### config.mk
export PLATFORM = sky130hd
export DESIGN_NAME = flash_status_poll
export DESIGN_NICKNAME = d
export VERILOG_FILES = /design/src/rtl/flash_status_pkg.sv /design/src/rtl/flash_bus_cycle.sv /design/src/rtl/flash_status_poll.sv
export VERILOG_INCLUDE_DIRS = /design/src /design/src/rtl
export SDC_FILE = /design/constraint.sdc
export NUM_CORES = 1
export LEC_CHECK = 0
export ABC_AREA = 1
export BUFFER_PORTS_ARGS = -buffer_cell sky130_fd_sc_hd__buf_2
export CELL_PAD_IN_SITES_DETAIL_PLACEMENT = 0
export CELL_PAD_IN_SITES_GLOBAL_PLACEMENT = 2
export CORE_MARGIN = 2
export CORE_UTILIZATION = 30
export DETAILED_ROUTE_END_ITERATION = 7
export PLACE_DENSITY_LB_ADDON = 0.1
export SLEW_MARGIN = 20
export SYNTH_ARGS = -nofsm -noshare
export SYNTH_HDL_FRONTEND = slang
export SYNTH_SLANG_ARGS = --single-unit
### constraint.sdc
create_clock -name CLK_SYS -period 5.2 [get_ports CLK_SYS]
set_input_delay 0.26 -clock CLK_SYS [delete_from_list [all_inputs] [get_ports CLK_SYS]]
set_output_delay 0.26 -clock CLK_SYS [all_outputs]
set_load 0.02 [all_outputs]
### src/rtl/flash_status_params.svh
// Constants of the flash status controller: register map, field positions,
// flash status bit positions, command words and bus cycle timing.
// Assumes a 100 MHz system clock and an asynchronous parallel flash.
`ifndef FLASH_STATUS_PARAMS_SVH
`define FLASH_STATUS_PARAMS_SVH

// ------------------------------------------------------------------
// Timing
// ------------------------------------------------------------------
`define FS_CLK_NS 10
`define FS_T_RD_NS 70
`define FS_T_WP_NS 45
`define FS_RD_CYC ((`FS_T_RD_NS + `FS_CLK_NS - 1) / `FS_CLK_NS)
`define FS_WR_CYC ((`FS_T_WP_NS + `FS_CLK_NS - 1) / `FS_CLK_NS)

// ------------------------------------------------------------------
// Register map and fields
// ------------------------------------------------------------------
`define FS_REG_CTRL 8'h00
`define FS_REG_ADDR 8'h04
`define FS_REG_STATUS 8'h08
`define FS_REG_DATA 8'h0C
`define FS_CTRL_CHECK 0
`define FS_CTRL_ERASE 1
`define FS_CTRL_RESET 2
`define FS_CTRL_LEAVE 3
`define FS_CTRL_SKIP 4
`define FS_ST_BUSY 0
`define FS_ST_RES_LO 1
`define FS_ST_RES_HI 3
`define FS_ST_SECTOR 4
`define FS_ST_WINDOW 5
`define FS_ST_RYBY 6
`define FS_ST_TIMEOUT 7
`define FS_ST_SKIP 8
`define FS_ADDR_RESET 22'h000000

// ------------------------------------------------------------------
// Flash status bits and command words
// ------------------------------------------------------------------
`define FS_BIT_POLL 7
`define FS_BIT_BUSY_TOG 6
`define FS_BIT_TIMEOUT 5
`define FS_BIT_WINDOW 3
`define FS_BIT_SECTOR_TOG 2
`define FS_CMD_RESET 16'h00F0
`define FS_CMD_ERASE 16'h0030

`endif

### src/rtl/flash_status_pkg.sv
// Types shared by the flash status controller files.
// Assumes nothing beyond a SystemVerilog compiler.
package flash_status_pkg;

    // Pins driven toward the flash.
    typedef struct packed {
        logic [21:0] addr;
        logic [15:0] dq_out;
        logic dq_oe;
        logic ce_n;
        logic oe_n;
        logic we_n;
    } fpin_t;

    // Sequencer states.
    typedef enum logic [3:0] {
        S_IDLE, S_RD_A, S_RD_B, S_RD_C, S_RD_D, S_RD_DATA,
        S_WR_RST, S_PRE_CHK, S_WR_ERS, S_POST_A, S_POST_B
    } state_t;

    // Outcome of the last command.
    typedef enum logic [2:0] {
        RES_NONE, RES_OK, RES_FAIL, RES_LEFT, RES_CLOSED, RES_NACK, RES_RESET
    } result_t;

endpackage

### src/rtl/flash_bus_cycle.sv
// One asynchronous flash read or write cycle, strobed by chip select.
// Assumes data inputs are synchronous to the clock and start comes only
// while no cycle runs.
`timescale 1ns/1ps
`include "flash_status_params.svh"

module flash_bus_cycle (
    input wire logic clk,
    input wire logic rst_n,
    input wire logic start,
    input wire logic is_write,
    input wire logic [21:0] addr,
    input wire logic [15:0] wdata,
    input wire logic [15:0] dq_in,
    output flash_status_pkg::fpin_t pins,
    output logic done,
    output logic [15:0] rdata
);
    import flash_status_pkg::*;

    logic active;
    logic gap;
    logic write_cyc;
    logic [3:0] cnt;
    wire [3:0] last_cnt = write_cyc ? 4'(`FS_WR_CYC - 1) : 4'(`FS_RD_CYC - 1);
    wire strobe_end = active && (cnt == last_cnt);

    // Strobes low for the access time, then a recovery cycle, then done.
    always_ff @(posedge clk or negedge rst_n) begin
        if (!rst_n) begin
            active <= 1'b0;
            gap <= 1'b0;
            write_cyc <= 1'b0;
            cnt <= 4'h0;
            done <= 1'b0;
            rdata <= 16'h0000;
            pins <= '{addr: 22'h000000, dq_out: 16'h0000, dq_oe: 1'b0,
                      ce_n: 1'b1, oe_n: 1'b1, we_n: 1'b1};
        end else begin
            done <= 1'b0;
            if (start) begin
                active <= 1'b1;
                write_cyc <= is_write;
                cnt <= 4'h0;
                pins <= '{addr: addr, dq_out: wdata, dq_oe: is_write,
                          ce_n: 1'b0, oe_n: is_write, we_n: !is_write};
            end else if (strobe_end) begin
                active <= 1'b0;
                gap <= 1'b1;
                pins.ce_n <= 1'b1;
                pins.oe_n <= 1'b1;
                pins.we_n <= 1'b1;
                if (!write_cyc) begin
                    rdata <= dq_in;
                end
            end else if (active) begin
                cnt <= cnt + 4'h1;
            end else if (gap) begin
                gap <= 1'b0;
                done <= 1'b1;
                pins.dq_oe <= 1'b0; // Data held one cycle past the write strobe.
            end
        end
    end

endmodule

### src/rtl/flash_status_poll.sv
// Host side controller that checks program and erase status of a parallel
// flash through its data bus, issues the reset command and adds sectors.
// Assumes a software port with read data one cycle after the read strobe.
//
// What the document requires of the device and the host
// RQ1: Device toggles sector bit in erasing sectors.
// RQ2: Sector toggle valid after final write strobe.
// RQ3: Toggle advances on chip select framed reads.
// RQ4: Sector toggle same for erasing and suspended.
// RQ5: Begin every check with two consecutive reads.
// RQ6: Stopped toggle means done; next read data.
// RQ7: Toggling with timeout set: recheck, reset on failure.
// RQ8: Restart with double read after leaving.
// RQ9: Device sets timeout bit past pulse limit.
// RQ10: Programming zero to one fails with timeout.
// RQ11: Reset command after timeout returns read mode.
// RQ12: Erase window bit low, then high; restarts.
// RQ13: No erase window for whole chip erase.
// RQ14: Window check may be skipped if fast.
// RQ15: Window high: only erase suspend accepted.
// RQ16: Window low: further sector erases accepted.
// RQ17: Check window before and after each addition.
// RQ18: Window high after addition means pin busy.
// RQ19: Erasing sector status: sector bit toggles.
// RQ20: Other sectors: sector bit stays constant.
// RQ21: Status reads use a valid address.
// RQ22: Status reads address the busy bank.
// RQ23: Device outputs complement while programming.
// RQ24: Erase suspend: polling one, toggle stops.
// RQ25: Timeout bit set keeps ready busy low.
`timescale 1ns/1ps
`include "flash_status_params.svh"

module flash_status_poll (
    input wire logic CLK_SYS,
    input wire logic RST_N,
    input wire logic [7:0] REG_ADDR,
    input wire logic [31:0] REG_WDATA,
    input wire logic REG_WR,
    input wire logic REG_RD,
    output logic [31:0] REG_RDATA,
    output flash_status_pkg::fpin_t FLASH_PINS,
    input wire logic [15:0] FLASH_DQ_IN,
    input wire logic FLASH_READY_BUSY_N
);
    import flash_status_pkg::*;

    // ------------------------------------------------------------------
    // Reset release
    // ------------------------------------------------------------------
    logic rst_meta;
    logic rst_n;

    // Release the asynchronous reset through two flip-flops.
    always_ff @(posedge CLK_SYS or negedge RST_N) begin
        if (!RST_N) begin
            rst_meta <= 1'b0;
            rst_n <= 1'b0;
        end else begin
            rst_meta <= 1'b1;
            rst_n <= rst_meta;
        end
    end

    // ------------------------------------------------------------------
    // Software registers
    // ------------------------------------------------------------------
    state_t state;
    state_t next_state;
    result_t result;
    result_t next_result;
    logic [21:0] addr_reg;
    logic skip_window;
    logic leave_req;
    logic [15:0] prev_rd;
    logic [15:0] data_reg;
    logic sector_seen;
    logic window_seen;
    logic timeout_seen;
    logic ryby_q;
    logic cyc_done;
    logic [15:0] cyc_rdata;

    // Register decode; check, erase and reset commands are taken only while idle, leave only while a command runs.
    wire wr_ctrl = REG_WR && (REG_ADDR == `FS_REG_CTRL);
    wire wr_addr = REG_WR && (REG_ADDR == `FS_REG_ADDR);
    wire idle = (state == S_IDLE);
    wire cmd_check = wr_ctrl && idle && REG_WDATA[`FS_CTRL_CHECK];
    wire cmd_erase = wr_ctrl && idle && REG_WDATA[`FS_CTRL_ERASE];
    wire cmd_reset = wr_ctrl && idle && REG_WDATA[`FS_CTRL_RESET];
    wire cmd_leave = wr_ctrl && REG_WDATA[`FS_CTRL_LEAVE];
    wire [31:0] status_word = {23'h000000, skip_window, timeout_seen, ryby_q,
                               window_seen, sector_seen, result, !idle};
    wire [31:0] rd_mux = (REG_ADDR == `FS_REG_CTRL) ? {27'h0000000, skip_window, 4'h0} :
                         (REG_ADDR == `FS_REG_ADDR) ? {10'h000, addr_reg} :
                         (REG_ADDR == `FS_REG_STATUS) ? status_word :
                         (REG_ADDR == `FS_REG_DATA) ? {16'h0000, data_reg} : 32'h00000000;

    // Configuration writes and read data one cycle after the strobe.
    always_ff @(posedge CLK_SYS or negedge rst_n) begin
        if (!rst_n) begin
            addr_reg <= `FS_ADDR_RESET;
            skip_window <= 1'b0;
            REG_RDATA <= 32'h00000000;
            ryby_q <= 1'b1;
        end else begin
            ryby_q <= FLASH_READY_BUSY_N;
            REG_RDATA <= REG_RD ? rd_mux : 32'h00000000;
            if (wr_addr && idle) begin
                addr_reg <= REG_WDATA[21:0];
            end
            if (wr_ctrl) begin
                skip_window <= REG_WDATA[`FS_CTRL_SKIP];
            end
        end
    end

    // ------------------------------------------------------------------
    // Status sequencer
    // ------------------------------------------------------------------
    // Toggle detection compares the busy toggle bit of two successive reads.
    wire toggle = prev_rd[`FS_BIT_BUSY_TOG] ^ cyc_rdata[`FS_BIT_BUSY_TOG];
    wire sector_tog = prev_rd[`FS_BIT_SECTOR_TOG] ^ cyc_rdata[`FS_BIT_SECTOR_TOG];
    wire go = (idle && (cmd_check || cmd_erase || cmd_reset)) || cyc_done;
    wire cyc_start = go && (next_state != S_IDLE);
    wire cyc_write = (next_state == S_WR_RST) || (next_state == S_WR_ERS);
    wire done_write = (state == S_WR_RST) || (state == S_WR_ERS);
    wire [15:0] cyc_wdata = (next_state == S_WR_RST) ? `FS_CMD_RESET : `FS_CMD_ERASE;

    // Next state and outcome, moved on a command in S_IDLE and on each finished bus cycle.
    always_comb begin
        next_state = state;
        next_result = result;
        case (state)
            S_IDLE: begin
                if (cmd_check) begin
                    next_state = S_RD_A; // RQ5 RQ8
                end else if (cmd_erase) begin
                    next_state = skip_window ? S_WR_ERS : S_PRE_CHK; // RQ14 RQ17
                end else if (cmd_reset) begin
                    next_state = S_WR_RST;
                end
            end
            S_RD_A: begin
                if (cyc_done) begin
                    next_state = S_RD_B; // RQ5
                end
            end
            S_RD_B: begin
                if (cyc_done) begin
                    if (!toggle) begin
                        next_state = S_RD_DATA; // RQ6
                    end else if (cyc_rdata[`FS_BIT_TIMEOUT]) begin
                        next_state = S_RD_C; // RQ7
                    end else if (leave_req) begin
                        next_state = S_IDLE;
                        next_result = RES_LEFT;
                    end else begin
                        next_state = S_RD_A; // RQ8
                    end
                end
            end
            S_RD_C: begin
                if (cyc_done) begin
                    next_state = S_RD_D;
                end
            end
            S_RD_D: begin
                if (cyc_done) begin
                    next_state = toggle ? S_WR_RST : S_RD_DATA; // RQ7 RQ11
                    next_result = toggle ? RES_FAIL : result;
                end
            end
            S_RD_DATA: begin
                if (cyc_done) begin
                    next_state = S_IDLE;
                    next_result = RES_OK; // RQ6
                end
            end
            S_WR_RST: begin
                if (cyc_done) begin
                    next_state = S_IDLE;
                    next_result = (result == RES_FAIL) ? RES_FAIL : RES_RESET; // RQ11
                end
            end
            S_PRE_CHK: begin
                if (cyc_done) begin
                    next_state = cyc_rdata[`FS_BIT_WINDOW] ? S_IDLE : S_WR_ERS; // RQ17
                    next_result = cyc_rdata[`FS_BIT_WINDOW] ? RES_CLOSED : result;
                end
            end
            S_WR_ERS: begin
                if (cyc_done) begin
                    next_state = S_POST_A; // RQ17
                end
            end
            S_POST_A: begin
                if (cyc_done) begin
                    next_state = S_POST_B;
                end
            end
            S_POST_B: begin
                if (cyc_done) begin
                    next_state = S_IDLE;
                    next_result = cyc_rdata[`FS_BIT_WINDOW] ? RES_NACK : RES_OK; // RQ17
                end
            end
            default: begin
                next_state = S_IDLE;
            end
        endcase
    end

    // State, outcome and captured status; a new command clears the timeout flag.
    always_ff @(posedge CLK_SYS or negedge rst_n) begin
        if (!rst_n) begin
            state <= S_IDLE;
            result <= RES_NONE;
            leave_req <= 1'b0;
            prev_rd <= 16'h0000;
            data_reg <= 16'h0000;
            sector_seen <= 1'b0;
            window_seen <= 1'b0;
            timeout_seen <= 1'b0;
        end else begin
            state <= next_state;
            result <= (idle && go) ? RES_NONE : next_result;
            leave_req <= idle ? 1'b0 : (leave_req || cmd_leave);
            if (cyc_done && !done_write) begin
                prev_rd <= cyc_rdata;
                data_reg <= cyc_rdata;
                window_seen <= cyc_rdata[`FS_BIT_WINDOW];
                sector_seen <= sector_tog;
                timeout_seen <= timeout_seen || cyc_rdata[`FS_BIT_TIMEOUT];
            end else if (idle && go) begin
                timeout_seen <= 1'b0;
            end
        end
    end

    // ------------------------------------------------------------------
    // Flash bus cycles
    // ------------------------------------------------------------------
    // Every status read and command write goes to the chosen address.
    flash_bus_cycle u_cycle (
        .clk(CLK_SYS),
        .rst_n(rst_n),
        .start(cyc_start),
        .is_write(cyc_write),
        .addr(addr_reg), // RQ21 RQ22
        .wdata(cyc_wdata),
        .dq_in(FLASH_DQ_IN),
        .pins(FLASH_PINS),
        .done(cyc_done),
        .rdata(cyc_rdata)
    );

    // ------------------------------------------------------------------
    // Checks
    // ------------------------------------------------------------------
    logic [3:0] reads_since_go;
    // Counts finished reads since the last accepted command.
    always_ff @(posedge CLK_SYS or negedge rst_n) begin
        if (!rst_n) begin
            reads_since_go <= 4'h0;
        end else if (idle && go) begin
            reads_since_go <= 4'h0;
        end else if (cyc_done && !done_write && reads_since_go != 4'hF) begin
            reads_since_go <= reads_since_go + 4'h1;
        end
    end

    double_read_a: assert property (@(posedge CLK_SYS) disable iff (!rst_n) // RQ5
        (cyc_done && state == S_RD_B) |-> reads_since_go >= 4'h1)
        else $error("Toggle decision made without two reads.");
    stopped_data_a: assert property (@(posedge CLK_SYS) disable iff (!rst_n) // RQ6
        (cyc_done && state == S_RD_B && !toggle) |=> state == S_RD_DATA ##0
        (state == S_RD_DATA) [*2])
        else $error("Stopped toggle not followed by a data read.");
    recheck_a: assert property (@(posedge CLK_SYS) disable iff (!rst_n) // RQ7
        (cyc_done && state == S_RD_B && toggle && cyc_rdata[`FS_BIT_TIMEOUT])
        |=> state == S_RD_C)
        else $error("Timeout seen without toggle recheck.");
    fail_reset_a: assert property (@(posedge CLK_SYS) disable iff (!rst_n) // RQ11
        (cyc_done && state == S_RD_D && toggle) |=> ##[1:3] (!FLASH_PINS.we_n &&
        FLASH_PINS.dq_out == `FS_CMD_RESET))
        else $error("Failed operation not followed by reset command.");
    restart_a: assert property (@(posedge CLK_SYS) disable iff (!rst_n) // RQ8
        cmd_check |=> (state == S_RD_A && reads_since_go == 4'h0))
        else $error("Status check did not restart at the double read.");
    status_addr_a: assert property (@(posedge CLK_SYS) disable iff (!rst_n) // RQ21
        (!FLASH_PINS.ce_n && !FLASH_PINS.oe_n) |-> FLASH_PINS.addr == addr_reg)
        else $error("Status read at an address other than the chosen one.");
    window_skip_a: assert property (@(posedge CLK_SYS) disable iff (!rst_n) // RQ14
        (cmd_erase && skip_window) |=> state == S_WR_ERS)
        else $error("Window check not skipped when asked.");
    window_after_a: assert property (@(posedge CLK_SYS) disable iff (!rst_n) // RQ17
        (cyc_done && state == S_WR_ERS) |=> state == S_POST_A ##1 !FLASH_PINS.ce_n)
        else $error("Sector addition not followed by a window check.");
endmodule

# Word level (Yosys, flattened, before mapping)
# Index checks and enable logic that the tools add are counted.
# op_classes
add_sub_neg,1
n_eq_ne,31
muxes,59
bitwise_logic,4
n_reduce_logical,37
# op_table
cell,count
4-bit 2-to-1 mux,17
22-bit 2-to-1 mux,3
3-bit 2-to-1 mux,16
4-bit one-hot mux with 9 select lines,1
16-bit 2-to-1 mux,2
3-bit by 2-bit != test with 1-bit output (second input constant),7
4-bit by 3-bit equality test with 1-bit output (second input constant),5
3-bit one-hot mux with 6 select lines,1
4-bit equality test (second input constant),4
8-bit by 4-bit equality test with 1-bit output (second input constant),2
1-bit 2-to-1 mux,15
1-bit logical AND,13
3-bit != test (second input constant),4
12-bit AND reduction,1
4-bit by 2-bit equality test with 1-bit output (second input constant),2
8-bit by 3-bit equality test with 1-bit output (second input constant),1
8-bit zero test,1
8-bit 2-to-1 mux,1
2-bit nonzero test,4
1-bit logical OR,7
7-bit nonzero test,1
2-bit 2-to-1 mux,3
2-bit != test (second input constant),3
3-bit AND reduction,2
11 further kinds,16
# word_totals
register_bits,141
input_bits,61
out_inout_bits,74
word_cells,157

# Depth between registers and ports, before layout
# Gate-level depths: netlist of run 1.
# depth
word_depth,12
ltp_mapped,19
depth_no_buf,18

# Cells and area by module
# Synthesis of run 1 repeated with hierarchy kept, for this count alone.
# hier_totals
hier_cells,686
hier_area_um2,6244.7
# by_module_without_submodules
module,instances,cells_per_inst,area_per_inst_um2,seq_area_each_um2
flash_status_poll,1,386,3559.7,1853.0
flash_bus_cycle,1,300,2685.1,1655.3

# Least setup slack after synthesis of run 1
# OpenSTA, ideal clock, no wires.
# synth_path
path_kind,reg2reg
from,reg state[0]
to,reg u_cycle.rdata[6]
setup_time_ns,0.117
t_arrival_ns,1.802
t_required_ns,5.083
slack_ns,3.280
path_stages_with_launch,17
path_buffers,2
synth_period_minus_slack_ns,1.920
path_cell_list,dfrtp_1 -> buf_2 -> nor2_4 -> nand2_2 -> nor2_4 -> nand3_1 -> nand2_1 -> nor2_1 -> nand2_1 -> nand2_1 -> nor2_2 -> nand2_1 -> nand2_2 -> nand3_2 -> buf_2 -> nand2_1 -> nand2_1
# synth_via
elab_chain_cells,11
word_cells_on_any_way,36
classes_between,eq/ne (10); mux (12); bitwise (1); reduce/logical (13)
# synth_rtl
element,line,rtl
start: declaration,flash_status_poll.sv:68,state_t state;
start signal: assignment,flash_status_poll.sv:226,state <= next_state;
4-bit zero test,"flash_status_poll.sv:87, flash_status_poll.sv:134",
1-bit logical AND,"flash_status_poll.sv:88, flash_status_poll.sv:89, flash_status_poll.sv:90",
1-bit logical AND,flash_status_poll.sv:90,wire cmd_reset = wr_ctrl && idle && REG_WDATA[`FS_CTRL_RESET];
4-bit 2-to-1 mux,flash_status_poll.sv:140,end else if (cmd_reset) begin
4-bit 2-to-1 mux,flash_status_poll.sv:138,end else if (cmd_erase) begin
4-bit 2-to-1 mux,flash_status_poll.sv:136,if (cmd_check) begin
4-bit one-hot mux with 9 select lines *,flash_status_poll.sv:134,case (state)
net next_state[1],flash_status_poll.sv:69,state_t next_state;
4-bit nonzero test *,flash_status_poll.sv:125,wire cyc_start = go && (next_state != S_IDLE);
1-bit logical AND *,flash_status_poll.sv:125,
1-bit NOT (no line) *,n/a,
3-bit AND reduction (no line) *,n/a,
end signal: assignment,flash_bus_cycle.sv:54,rdata <= dq_in;
end: declaration,flash_bus_cycle.sv:17,output logic [15:0] rdata
# The timed path passes the listed nets; every way through them passes the cells marked *.
# A chain may end at the register's enable or synchronous reset.

# Final worst setup path of run 1
# layout_path
from,reg u_cycle.done
to,reg u_cycle.pins[0] (netlist name)
# layout_via
elab_chain_cells,6
word_cells_on_any_way,18
classes_between,eq/ne (2); mux (10); reduce/logical (6)
# layout_rtl
element,line,rtl
start: declaration,flash_bus_cycle.sv:16,"output logic done,"
start signal: assignment,flash_bus_cycle.sv:35,done <= 1'b0;
start signal: assignment,flash_bus_cycle.sv:40,done <= 1'b0;
start signal: assignment,flash_bus_cycle.sv:60,done <= 1'b1;
"4-bit 2-to-1 mux, or another cell as far along","flash_status_poll.sv:175, flash_status_poll.sv:181, flash_status_poll.sv:203",
4-bit one-hot mux with 9 select lines *,flash_status_poll.sv:134,
net next_state[0],flash_status_poll.sv:69,
4-bit by 3-bit equality test with 1-bit output / 4-bit equality test (equally long branches),flash_status_poll.sv:126,wire cyc_write = (next_state == S_WR_RST) || (next_state == S_WR_ERS);
1-bit logical OR,flash_status_poll.sv:126,
1-bit zero test,flash_bus_cycle.sv:46,"ce_n: 1'b0, oe_n: is_write, we_n: !is_write};"
4-bit 2-to-1 mux,flash_bus_cycle.sv:41,if (start) begin
end signal: assignment,flash_bus_cycle.sv:37,"pins <= '{addr: 22'h000000, dq_out: 16'h0000, dq_oe: 1'b0,"
end signal: assignment,flash_bus_cycle.sv:45,"pins <= '{addr: addr, dq_out: wdata, dq_oe: is_write,"
end: declaration,flash_bus_cycle.sv:15,"output flash_status_pkg::fpin_t pins,"
# Marked as above.

==> impl_metrics.csv, run 1 <==
group,metric,value,unit
run_status,run_status,"finished clean",
setup_path,worst_path_most_repeated_cell,"sky130_fd_sc_hd__nand2_1",
min_path,kind_of_path_behind_the_tightest_hold_check,"in2reg",
setup_path,critical_path.startpoint_type,"flip-flop",
routing,detail_route.wl_per_cell,14.9,µm
clock_tree,buffers_inserted_by_post_cts_timing_repair,0,
die,die_w,141,µm
sta,timing.setup.tns,0,ns
synthesis,post_synth_instance_area,5660,µm²
die,placeableCoreArea,18600,µm²
sta,hold_violations,0,
setup_path,ff2ff_path_depth,14,
finish,layout.cell_area.non_filler,6920,µm²
synthesis,synthDistinctLibCells,37,
finish,layout-drive-gt1-share,21.5,%
routing,drt.antenna.violating_nets,0,
global_route,antenna_found_initial,0,
setup_path,crit_arrival,3.49,ns
routing,vias,4470,
finish,ff_latch_area,3160,µm²
clock_tree,tritoncts.num_buffers,17,
synthesis,synth_seq_cells,126,
sta,period_share,60.2,%
setup_path,critical_path.reg2reg.endpoint,"u_cycle.pins[0]",
die,top_ports,135,
placement,hpwlAfterDp,10700,µm
placement,post-place-cells,967,
sta,final_critical_path_time_including_i_o_delays_and_setup,3.13,ns
clock_tree,cts_buffer_depth,2,
clock_tree,cts.htree.levels,4,
sta,worst-slew-pin-transition,0.916,ns
pwr,p_leak,3.71,nW
sta,report.final.slew_viol_count,0,
pwr,power.density_cell_area,535,nW/µm²
setup_path,critical_path.cell_chain,"inv_1 -> nand2_1 -> nand2_1 -> nand4_1 -> nor2_2 -> nand2_1 -> nor2_2 -> nand2_1 -> nand2_2 -> buf_4 -> inv_2 -> nand2_1 -> inv_1 -> nor2_1",
setup_path,cp_data_required_time,5.56,ns
pwr,worst_ir_drop_vdd,0.237,mV
pwr,power_frac_clock,34.5,%
min_path,holdCritStartpoint,"REG_WDATA[13]",
synthesis,synthesis.area_per_instance,8.66,µm²
placement,routabilityCongestion,0.802,
clock_tree,clock_sinks,126,
finish,area_delta_synth_final,22.3,%
sta,timing.slew.headroom,38.4,%
min_path,min_path_cells,2,
sta,clock.fmax,319,MHz
run,max_cap_viol_count,0,
global_route,first_global_vias,4564,
routing,viasPerCell,4.47,
setup_path,critPathBufInv,4,
pwr,p_sw_share,34.6,%
die,die_area,20000,µm²
clock_tree,clock_latency_late_sink,0.42,ns
pwr,power_frac_comb,26.0,%
finish,final_instance_count_excl_fillers,1001,
routing,drt_iter0_markers,224,
setup_path,worst-r2r-setup-slack,2.07,ns
setup_path,maximum_net_fanout_on_the_critical_path,39,
finish,max_ffs_per_register,28,
routing,detail_route.drc_violations,0,
finish,num_antenna_cells,0,
global_route,maximum_number_of_pins_on_one_net_before_global_route_repair,65,
sta,fin_hold_ws,0.0692,ns
die,rows,50,
setup_path,crit_family,"simple AND/OR/NAND/NOR gates",
synthesis,synthCells,653,
setup_path,critPathKind,"reg2reg",
min_path,hold_end,"addr_reg[13]",
finish,multi_input_comb_area,2000,µm²
finish,final_net_count,816,
routing,firstDrtPassIters,4,
die,dieHeight,141,µm
pwr,seqPwrFrac,39.5,%
placement,placedInstanceArea,6270,µm²
finish,filler_cell_count,1949,
routing,totalWireLength,14900,µm
pwr,cell_internal_pwr,2.42,mW
sta,skew,0.0104,ns
pwr,power.switching,1.28,mW
finish,final_util,37.2,%
die,floorplan.initialDensity,30.5,%
setup_path,crit_path_top_delay_cell,"sky130_fd_sc_hd__dfrtp_1",
sta,grt_setup_unrepaired,"false",
global_route,grt_first_pass_wirelength,24200,µm
clock_tree,clkTransAtPathRegs,0.06,ns
synthesis,synthesis.yosys.warnings,0,
placement,io_buffers,102,
synthesis,yosysSeqAreaShare,55.8,%
setup_path,critPathMaxStageDelay,0.53,ns
setup_path,reg2reg_launch_point,"u_cycle.done",
sta,finalSetupViolCount,0,
setup_path,worstSetupEndpointType,"flip-flop",
global_route,grt.overflow.total,0,
clock_tree,cts_tree,"yes",
global_route,groute.usage.overall,15.8,%
clock_tree,cts_root_buf,"sky130_fd_sc_hd__clkbuf_16",
[timing repair]
action / 4_1_cts / 5_1_grt
gates resized for setup: 0 / 0
hold endpoints to repair: 3 / 0
endpoints found under the setup margin: 0 / 0
hold buffers: 2 / 0
[cells in the final DEF, fill, tap and decap left out, types with 6 or more instances in the layout]
master | Yosys | layout
sky130_fd_sc_hd__nand2_1 | 184 | 184
sky130_fd_sc_hd__dfrtp_1 | 122 | 121
sky130_fd_sc_hd__buf_2 | 4 | 102
sky130_fd_sc_hd__inv_1 | 64 | 64
sky130_fd_sc_hd__nor2_1 | 52 | 52
sky130_fd_sc_hd__a21oi_1 | 33 | 33
sky130_fd_sc_hd__o21ai_0 | 25 | 25
sky130_fd_sc_hd__conb_1 | 2 | 23
sky130_fd_sc_hd__nand4_1 | 21 | 21
sky130_fd_sc_hd__nand3_1 | 18 | 18
sky130_fd_sc_hd__clkbuf_16 | 0 | 17
sky130_fd_sc_hd__o21ai_1 | 14 | 14
sky130_fd_sc_hd__o211ai_1 | 13 | 13
sky130_fd_sc_hd__nor3_1 | 12 | 12
sky130_fd_sc_hd__inv_2 | 6 | 6
[power by group through the flow]
stage                     Sequential [mW]  Combinational [mW]  Clock [mW]
after floorplan                      1.55               0.617           0
after global placement               1.48               0.968           0
after detailed placement             1.48               0.976           0
after CTS                            1.47               0.981        1.31
after global routing                 1.50                1.10        1.36
final                                1.46               0.960        1.28
[metrics by stage]
step                total power, mW  worst slack [ns]
floorplan                      2.17              1.44
global placement               2.45              1.95
detailed placement             2.46              1.90
CTS                            3.76              2.01
global route                   3.96              1.66
finish                         3.70              2.07
[cell type report]
cell class | instances | share of cell area [%]
multi-input cells | 429 | 28.9
flip-flops and latches | 126 | 45.7
clock inverters | 12 | 2.66
repair buffers | 109 | 8.21
well taps | 234 | 4.23
clock buffers | 20 | 6.46
inverters | 71 | 3.85
[logic make-up (layout without fill, tap and decap cells)]
logic type                 count (synthesis)  in the layout  synth area share (%)
and+or+nand+nor                          303            303                  22.7
DFF                                      126            126                  55.8
buffers and inverters                    119            212                  10.4
AOI/OAI and AO/OA                         95             95                  9.51
xor gates and xnor gates                   4              4                 0.619
muxes                                      3              3                 0.597
other                                      2             23                 0.133
adders and majority gates                  1              1                 0.221
[how the worst max path moves through the flow]
stage,from,end,slack [ns],depth (start not counted)
after floorplan,rst_n,REG_RDATA[0],1.44,0
after global placement,REG_ADDR[1],u_cycle.write_cyc,1.95,16
after detailed placement,REG_ADDR[1],u_cycle.write_cyc,1.90,16
after CTS,u_cycle.done,u_cycle.pins[0],2.01,14
after global routing,state[0],u_cycle.pins[0],1.66,17
final,u_cycle.done,u_cycle.pins[0],2.07,14
[synthesized netlist by cell type]
cell type / instances / area (µm²)
sky130_fd_sc_hd__or2_1: 1 / 6.26
sky130_fd_sc_hd__xor2_1: 2 / 17.5
sky130_fd_sc_hd__nand3_2: 1 / 10.0
sky130_fd_sc_hd__nand3_1: 18 / 90.1
sky130_fd_sc_hd__mux2_2: 3 / 33.8
sky130_fd_sc_hd__nor2_1: 52 / 195
sky130_fd_sc_hd__and2_1: 1 / 6.26
sky130_fd_sc_hd__buf_4: 26 / 195
sky130_fd_sc_hd__o221ai_1: 3 / 26.3
sky130_fd_sc_hd__o21a_1: 1 / 7.51
sky130_fd_sc_hd__o21ai_2: 1 / 8.76
sky130_fd_sc_hd__buf_6: 5 / 56.3
sky130_fd_sc_hd__xnor2_1: 2 / 17.5
sky130_fd_sc_hd__nand2_2: 3 / 18.8
sky130_fd_sc_hd__o2111ai_1: 1 / 8.76
sky130_fd_sc_hd__nor2_2: 4 / 25.0
sky130_fd_sc_hd__dfrtp_1: 122 / 3050
sky130_fd_sc_hd__a21oi_1: 33 / 165
sky130_fd_sc_hd__nor3_1: 12 / 60.1
sky130_fd_sc_hd__inv_1: 64 / 240
sky130_fd_sc_hd__a31oi_1: 1 / 6.26
sky130_fd_sc_hd__o21ai_1: 14 / 70.1
sky130_fd_sc_hd__buf_2: 4 / 20.0
sky130_fd_sc_hd__or2_2: 1 / 6.26
sky130_fd_sc_hd__nor4_1: 2 / 12.5
sky130_fd_sc_hd__o211ai_1: 13 / 97.6
sky130_fd_sc_hd__clkinv_1: 1 / 3.75
sky130_fd_sc_hd__nand4_1: 21 / 131
sky130_fd_sc_hd__nand2_1: 184 / 691
sky130_fd_sc_hd__inv_2: 6 / 22.5
sky130_fd_sc_hd__dfstp_2: 4 / 105
sky130_fd_sc_hd__nor2_4: 3 / 33.8
sky130_fd_sc_hd__conb_1: 2 / 7.51
sky130_fd_sc_hd__a211oi_1: 3 / 22.5
sky130_fd_sc_hd__o21ai_0: 25 / 125
sky130_fd_sc_hd__ha_1: 1 / 12.5
sky130_fd_sc_hd__clkbuf_1: 13 / 48.8
[metal layers]
| metal | global-route usage, % | up-vias | part of all wire [%] |
|---|---|---|---|
| li1 | - | 2256 | - |
| met1 | 20.9 | 2113 | 47 |
| met2 | 25.6 | 84 | 48 |
| met3 | 4.18 | 17 | 4.2 |
| met4 | 4.95 | 0 | 1.2 |
| met5 | 0 | - | 0 |
No activity file was read; power rests on OpenSTA's default activity.
==> inputs of run 2 (changes only) <==
ABC_AREA = 0   (was 1)
clock period = 2.65 ns   (was 5.2 ns; I/O delays follow)
==> run 2 against run 1 <==
  * Synthesized area shrank 0.62%
  * Worst hold slack lost 0.043 ns
  * Worst setup slack lost 2.0 ns
  * Largest cell class unchanged
==> impl_metrics.csv, run 2 <==
group,metric,value,unit
die,dieHeight,141,µm
die,die_w,141,µm
sta,setup_ws,0.0784,ns
routing,vias,3990,
synthesis,synthesis.yosys.warnings,0,
die,rows,50,
routing,viasPerCell,4.55,
sta,finalSetupViolCount,0,
placement,routabilityCongestion,0.751,
synthesis,synth_async_sr_flop_share,100,%
pwr,worst_ir_drop_vdd,0.455,mV
die,placeableCoreArea,18500,µm²
global_route,antenna_found_initial,0,
clock_tree,cts_root_buf,"sky130_fd_sc_hd__clkbuf_16",
sta,fin_hold_ws,0.0264,ns
finish,final_util,41.7,%
sta,final_critical_path_time_including_i_o_delays_and_setup,2.57,ns
routing,detail_route.drc_violations,0,
clock_tree,clkTransAtPathRegs,0.06,ns
clock_tree,cts.htree.levels,4,
placement,post-place-cells,805,
finish,max_ffs_per_register,28,
clock_tree,tritoncts.num_buffers,17,
sta,timing.setup.tns,0,ns
die,die_area,19900,µm²
clock_tree,clock_sinks,126,
global_route,maximum_number_of_pins_on_one_net_before_global_route_repair,50,
setup_path,critical_path.cell_chain,"xor2_4 -> buf_4 -> nand2b_4 -> a22o_1 -> o41a_4 -> nor3_4 -> clkbuf_16 -> mux2_4",
routing,drt_iter0_markers,185,
finish,layout_commonest_cell,"sky130_fd_sc_hd__dfrtp_1",
finish,mostFrequentLayoutCells,"sky130_fd_sc_hd__dfrtp_1 (119), sky130_fd_sc_hd__buf_2 (102), sky130_fd_sc_hd__mux2_2 (77), sky130_fd_sc_hd__nor2_1 (43), sky130_fd_sc_hd__buf_4 (40)",
setup_path,ff2ff_path_depth,8,
synthesis,yosysSeqAreaShare,56.2,%
synthesis,leading_cell_types_by_total_area_after_synthesis,"sky130_fd_sc_hd__dfrtp_1 (54%), sky130_fd_sc_hd__mux2_2 (15%), sky130_fd_sc_hd__buf_4 (3.3%), sky130_fd_sc_hd__nor2_1 (2.9%), sky130_fd_sc_hd__mux2_4 (2.7%)",
setup_path,worstSetupEndpointType,"flip-flop",
die,top_ports,135,
sta,skew,0.00751,ns
global_route,grt_first_pass_wirelength,22600,µm
global_route,grt.overflow.total,0,
finish,area_delta_synth_final,37.2,%
sta,worst-slew-pin-transition,0.816,ns
finish,layout-drive-gt1-share,44.8,%
die,floorplan.initialDensity,30.4,%
global_route,groute.usage.overall,14.9,%
synthesis,synthesis.area_per_instance,12.5,µm²
setup_path,crit_arrival,2.87,ns
placement,placedInstanceArea,6590,µm²
finish,final_net_count,692,
setup_path,cp_data_required_time,2.95,ns
placement,io_buffers,102,
finish,multi_input_comb_area,2300,µm²
routing,firstDrtPassIters,5,
setup_path,crit_family,"compound AO/OA/AOI/OAI gates",
setup_path,reg2reg_launch_point,"u_cycle.rdata[6]",
finish,ff_latch_area,3160,µm²
setup_path,critPathKind,"reg2reg",
synthesis,synth-edff-count,0,
setup_path,critical_path.startpoint_type,"flip-flop",
global_route,first_global_vias,4244,
pwr,p_total,6.10,mW
synthesis,synth_top_area_share,54.3,%
synthesis,synthCells,450,
synthesis,synth_seq_cells,126,
setup_path,critPathBufInv,2,
setup_path,critPathMaxStageDelay,0.48,ns
finish,num_antenna_cells,0,
synthesis,yosysMostFrequentCell,"sky130_fd_sc_hd__dfrtp_1",
finish,final_instance_count_excl_fillers,877,
routing,totalWireLength,14400,µm
run,max_cap_viol_count,0,
sta,hold_violations,0,
sta,clock.fmax,389,MHz
clock_tree,clock_latency_late_sink,0.42,ns
min_path,kind_of_path_behind_the_tightest_hold_check,"in2async",
routing,detail_route.wl_per_cell,16.4,µm
synthesis,post_synth_most_frequent_cells,"sky130_fd_sc_hd__dfrtp_1 (122), sky130_fd_sc_hd__mux2_2 (77), sky130_fd_sc_hd__nor2_1 (44)",
pwr,power.density_cell_area,791,nW/µm²
placement,preCtsSetupSlack,-0.0319,ns
synthesis,post_synth_instance_area,5620,µm²
clock_tree,cts_tree,"yes",
pwr,p_leak,3.80,nW
synthesis,synthDistinctLibCells,56,
clock_tree,cts_buffer_depth,2,
sta,timing.slew.headroom,45.1,%
setup_path,crit_path_top_delay_cell,"sky130_fd_sc_hd__o41a_4",
synthesis,synthFlopType,"sky130_fd_sc_hd__dfrtp_1",
setup_path,worst-r2r-setup-slack,0.08,ns
setup_path,critical_path.reg2reg.endpoint,"u_cycle.rdata[8]",
placement,hpwlAfterDp,10000,µm
synthesis,synth_top_cell_by_area,"sky130_fd_sc_hd__dfrtp_1",
routing,drt.antenna.violating_nets,0,
sta,period_share,97.0,%
run_status,run_status,"finished clean",
finish,layout.cell_area.non_filler,7720,µm²
sta,report.final.slew_viol_count,0,
finish,filler_cell_count,1820,
setup_path,maximum_net_fanout_on_the_critical_path,8,
[run 2: cell types whose count changed after synthesis, sizes merged, moves of 12 or more]
cell / delta
a21oi: -23
nand2: -169
inv: -63
o21ai: -29
mux2: +84
nand4: -19
nand3: -12
nor2: -15
o211ai: -12
[run 2: how the worst max path moves through the flow]
stage	start	to	slack [ns]	cells past startpoint
CTS	state[2]	u_cycle.pins[40]	0.008	7
global placement	state[2]	u_cycle.pins[0]	-0.002	7
floorplan	state[2]	u_cycle.rdata[10]	0.005	10
finish	u_cycle.rdata[6]	u_cycle.rdata[8]	0.08	8
global route	u_cycle.rdata[6]	u_cycle.rdata[4]	-0.04	8
detailed placement	state[2]	u_cycle.pins[35]	-0.03	7
[run 2: power by group]
part	switching [mW]	internal, mW	total [mW]
clock network	0.846	1.63	2.48
registers	0.238	2.24	2.48
logic	0.518	0.626	1.14
total	1.60	4.50	6.10
[run 2: area by class of cell]
| type | instances | area share [%] |
|---|---|---|
| sequential | 126 | 41.0 |
| clock inverter | 9 | 2.09 |
| tap | 234 | 3.79 |
| inverter | 7 | 0.340 |
| timing repair buffer | 186 | 16.9 |
| multi-input combinational | 292 | 29.8 |
| clock buffer | 23 | 6.06 |
[run 2: cell families after synthesis]
| logic type | count (synthesis) | synth area share, % |
|---|---|---|
| DFF | 126 | 56.2 |
| and+or+nand+nor | 113 | 10.1 |
| muxes | 96 | 19.9 |
| buffers and inverters | 53 | 5.61 |
| AOI/OAI and AO/OA | 52 | 6.74 |
| xor gates and xnor gates | 7 | 1.09 |
| other | 2 | 0.134 |
| adders and majority gates | 1 | 0.222 |
[run 2: layer usage]
metal  vias up  wire length, µm  global-route usage (%)
met5         -                0                       0
met4         0              242                    5.16
met3        18              778                    4.99
met2        99             7050                    24.7
met1      1991             6300                    18.4
li1       1882                -                       -
[run 2: repair_timing]
item,4_1_cts,5_1_grt
cloned,0,1
hold endpoints to repair,40,0
setup endpoints to repair,19,44
setup buffers,0,3
pin swaps,0,6
resized for setup,4,14
hold buffers,37,0
==> inputs of run 3 (changes only) <==
CELL_PAD_IN_SITES_DETAIL_PLACEMENT = 2   (was 0)
==> run 3 against run 2 <==
  * Final cell count increased by 0.57%
  * Sequential share of layout area decreased by 0.26 points
  * Wire length increased by 12%
  * Die area unchanged
  * First-iteration DRC count decreased by 17%
  * Highest routed layer unchanged
  * Total power decreased by 0.58%
  * Register-to-register slack about the same
  * Design area increased by 0.71%
  * Worst setup slack got worse by 0.0072 ns
  * Worst hold slack got worse by 0.0035 ns
  * Sequential cell count unchanged
==> impl_metrics.csv, run 3 (synthesis results as in run 2) <==
group,metric,value,unit
run_status,run_status,"finished clean",
routing,routed-wl-met3,685,µm
die,floorplan.initialDensity,30.4,%
setup_path,critical_path.cell_chain,"buf_4 -> buf_4 -> nor2_2 -> o21ai_1 -> nand2_1 -> o21ai_2 -> o41a_4 -> nor3_4 -> clkbuf_16 -> mux2_4",
placement,hpwlAfterDp,11200,µm
pwr,worst_ir_drop_vdd,0.485,mV
global_route,grt.overflow.total,0,
clock_tree,clock_latency_late_sink,0.42,ns
placement,placedInstanceArea,6590,µm²
finish,final_net_count,697,
routing,route.layer.met1.wl,6690,µm
placement,io_buffers,102,
setup_path,worstSetupEndpointType,"flip-flop",
run,max_cap_viol_count,0,
sta,report.final.slew_viol_count,0,
finish,area_delta_synth_final,38.2,%
finish,layout-drive-gt1-share,46.3,%
global_route,first_global_vias,4717,
routing,drt_iter0_markers,154,
routing,drt.antenna.violating_nets,0,
routing,detail_route.drc_violations,0,
setup_path,critical_path.startpoint_type,"flip-flop",
clock_tree,cts_buffer_depth,2,
setup_path,worst_setup_path_startpoint,"state[0]",
routing,firstDrtPassIters,4,
global_route,groute.usage.overall,17.0,%
pwr,p_leak,3.86,nW
setup_path,worst_path_most_repeated_cell,"sky130_fd_sc_hd__buf_4",
routing,vias,4136,
setup_path,reg2reg_launch_point,"state[0]",
finish,layout_commonest_cell,"sky130_fd_sc_hd__dfrtp_1",
finish,max_ffs_per_register,28,
setup_path,critPathBufInv,3,
setup_path,critPathMaxStageDelay,0.50,ns
die,die_area,19900,µm²
sta,hold_violations,0,
routing,totalWireLength,16000,µm
routing,route.top_layer_used,"met4",
clock_tree,clock_sinks,126,
sta,period_share,97.3,%
setup_path,crit_path_top_delay_cell,"sky130_fd_sc_hd__o41a_4",
die,dieHeight,141,µm
die,die_w,141,µm
sta,worst-slew-pin-transition,0.952,ns
setup_path,crit_arrival,2.88,ns
clock_tree,tritoncts.num_buffers,17,
placement,routabilityCongestion,0.751,
routing,viasPerCell,4.69,
finish,mostFrequentLayoutCells,"sky130_fd_sc_hd__dfrtp_1 (117), sky130_fd_sc_hd__buf_2 (102), sky130_fd_sc_hd__mux2_2 (77), sky130_fd_sc_hd__nor2_1 (43), sky130_fd_sc_hd__buf_4 (43)",
global_route,antenna_found_initial,0,
die,top_ports,135,
clock_tree,cts_tree,"yes",
sta,finalSetupViolCount,0,
finish,layout.cell_area.non_filler,7770,µm²
finish,num_antenna_cells,0,
setup_path,cp_data_required_time,2.95,ns
pwr,power.density_cell_area,780,nW/µm²
setup_path,critPathKind,"reg2reg",
clock_tree,cts.htree.levels,4,
clock_tree,cts_root_buf,"sky130_fd_sc_hd__clkbuf_16",
die,rows,50,
clock_tree,clkTransAtPathRegs,0.06,ns
min_path,kind_of_path_behind_the_tightest_hold_check,"in2async",
setup_path,crit_family,"compound AO/OA/AOI/OAI gates",
finish,final_util,42.0,%
sta,fin_hold_ws,0.0229,ns
setup_path,maximum_net_fanout_on_the_critical_path,8,
sta,timing.setup.tns,0,ns
sta,final_critical_path_time_including_i_o_delays_and_setup,2.58,ns
sta,skew,0.00717,ns
die,placeableCoreArea,18500,µm²
routing,detail_route.wl_per_cell,18.2,µm
sta,clock.fmax,388,MHz
routing,wl_met2,8490,µm
sta,timing.slew.headroom,35.9,%
global_route,maximum_number_of_pins_on_one_net_before_global_route_repair,50,
global_route,grt_first_pass_wirelength,25800,µm
run 3: worst paths after layout:
path | to | slack, ns | cells past startpoint
worst min register to register | REG_RDATA[21] | 0.28 | 0
max in group asynchronous | REG_RDATA[6] | 1.64 | 1
worst min-delay path | rst_meta | 0.02 | 2
worst max register to register | u_cycle.rdata[10] | 0.07 | 10
worst max-delay path | u_cycle.rdata[10] | 0.07 | 10
min in group CLK_SYS | addr_reg[1] | 0.08 | 2
run 3: area by class of cell:
cell class / instances / area (µm²)
Tap cell: 234 / 293
Clock buffer: 23 / 468
Multi-Input combinational cell: 292 / 2330
Clock inverter: 9 / 134
Timing Repair Buffer: 191 / 1350
Fill cell: 1946 / 10700
Sequential cell: 126 / 3170
Inverter: 7 / 26.3
run 3: per-stage QoR:
| step | worst slack [ns] | cells | power (mW) |
|---|---|---|---|
| floorplan | 0.00461 | 471 | 3.20 |
| finish | 0.0712 | 882 | 6.07 |
| global placement | -0.00242 | 805 | 3.55 |
| global route | -0.00925 | 882 | 6.39 |
| CTS | -0.00248 | 875 | 6.09 |
| detailed placement | -0.103 | 805 | 3.61 |
run 3: power breakdown:
group / total, mW / switching (mW) / leakage (nW) / internal [mW]
combinational: 1.20 / 0.561 / 1.94 / 0.641
sequential: 2.50 / 0.252 / 1.62 / 2.25
clock: 2.37 / 0.835 / 0.292 / 1.53
total: 6.07 / 1.65 / 3.86 / 4.42
run 3: worst register-to-register path, stage by stage, from the launching register on:
cell and delay, ns:
sky130_fd_sc_hd__dfrtp_2 0.42, sky130_fd_sc_hd__buf_4 0.15, sky130_fd_sc_hd__buf_4 0.16, sky130_fd_sc_hd__nor2_2 0.12, sky130_fd_sc_hd__o21ai_1 0.08, sky130_fd_sc_hd__nand2_1 0.16, sky130_fd_sc_hd__o21ai_2 0.09, sky130_fd_sc_hd__o41a_4 0.50
sky130_fd_sc_hd__nor3_4 0.26, sky130_fd_sc_hd__clkbuf_16 0.24, sky130_fd_sc_hd__mux2_4 0.30
run 3: repair_timing:
action | in CTS | in global routing
hold buffers | 38 | 0
resized for setup | 6 | 24
hold endpoints to repair | 41 | 0
setup endpoints to repair | 37 | 31
cloned | 0 | 1
pin swaps | 0 | 8
buffers inserted | 0 | 8
run 3: routing by layer:
metal / track usage (%) / vias to the layer above
li1: - / 1900
met1: 20.2 / 2136
met2: 30.4 / 84
met3: 4.31 / 16
met4: 5.05 / 0
met5: 0 / -
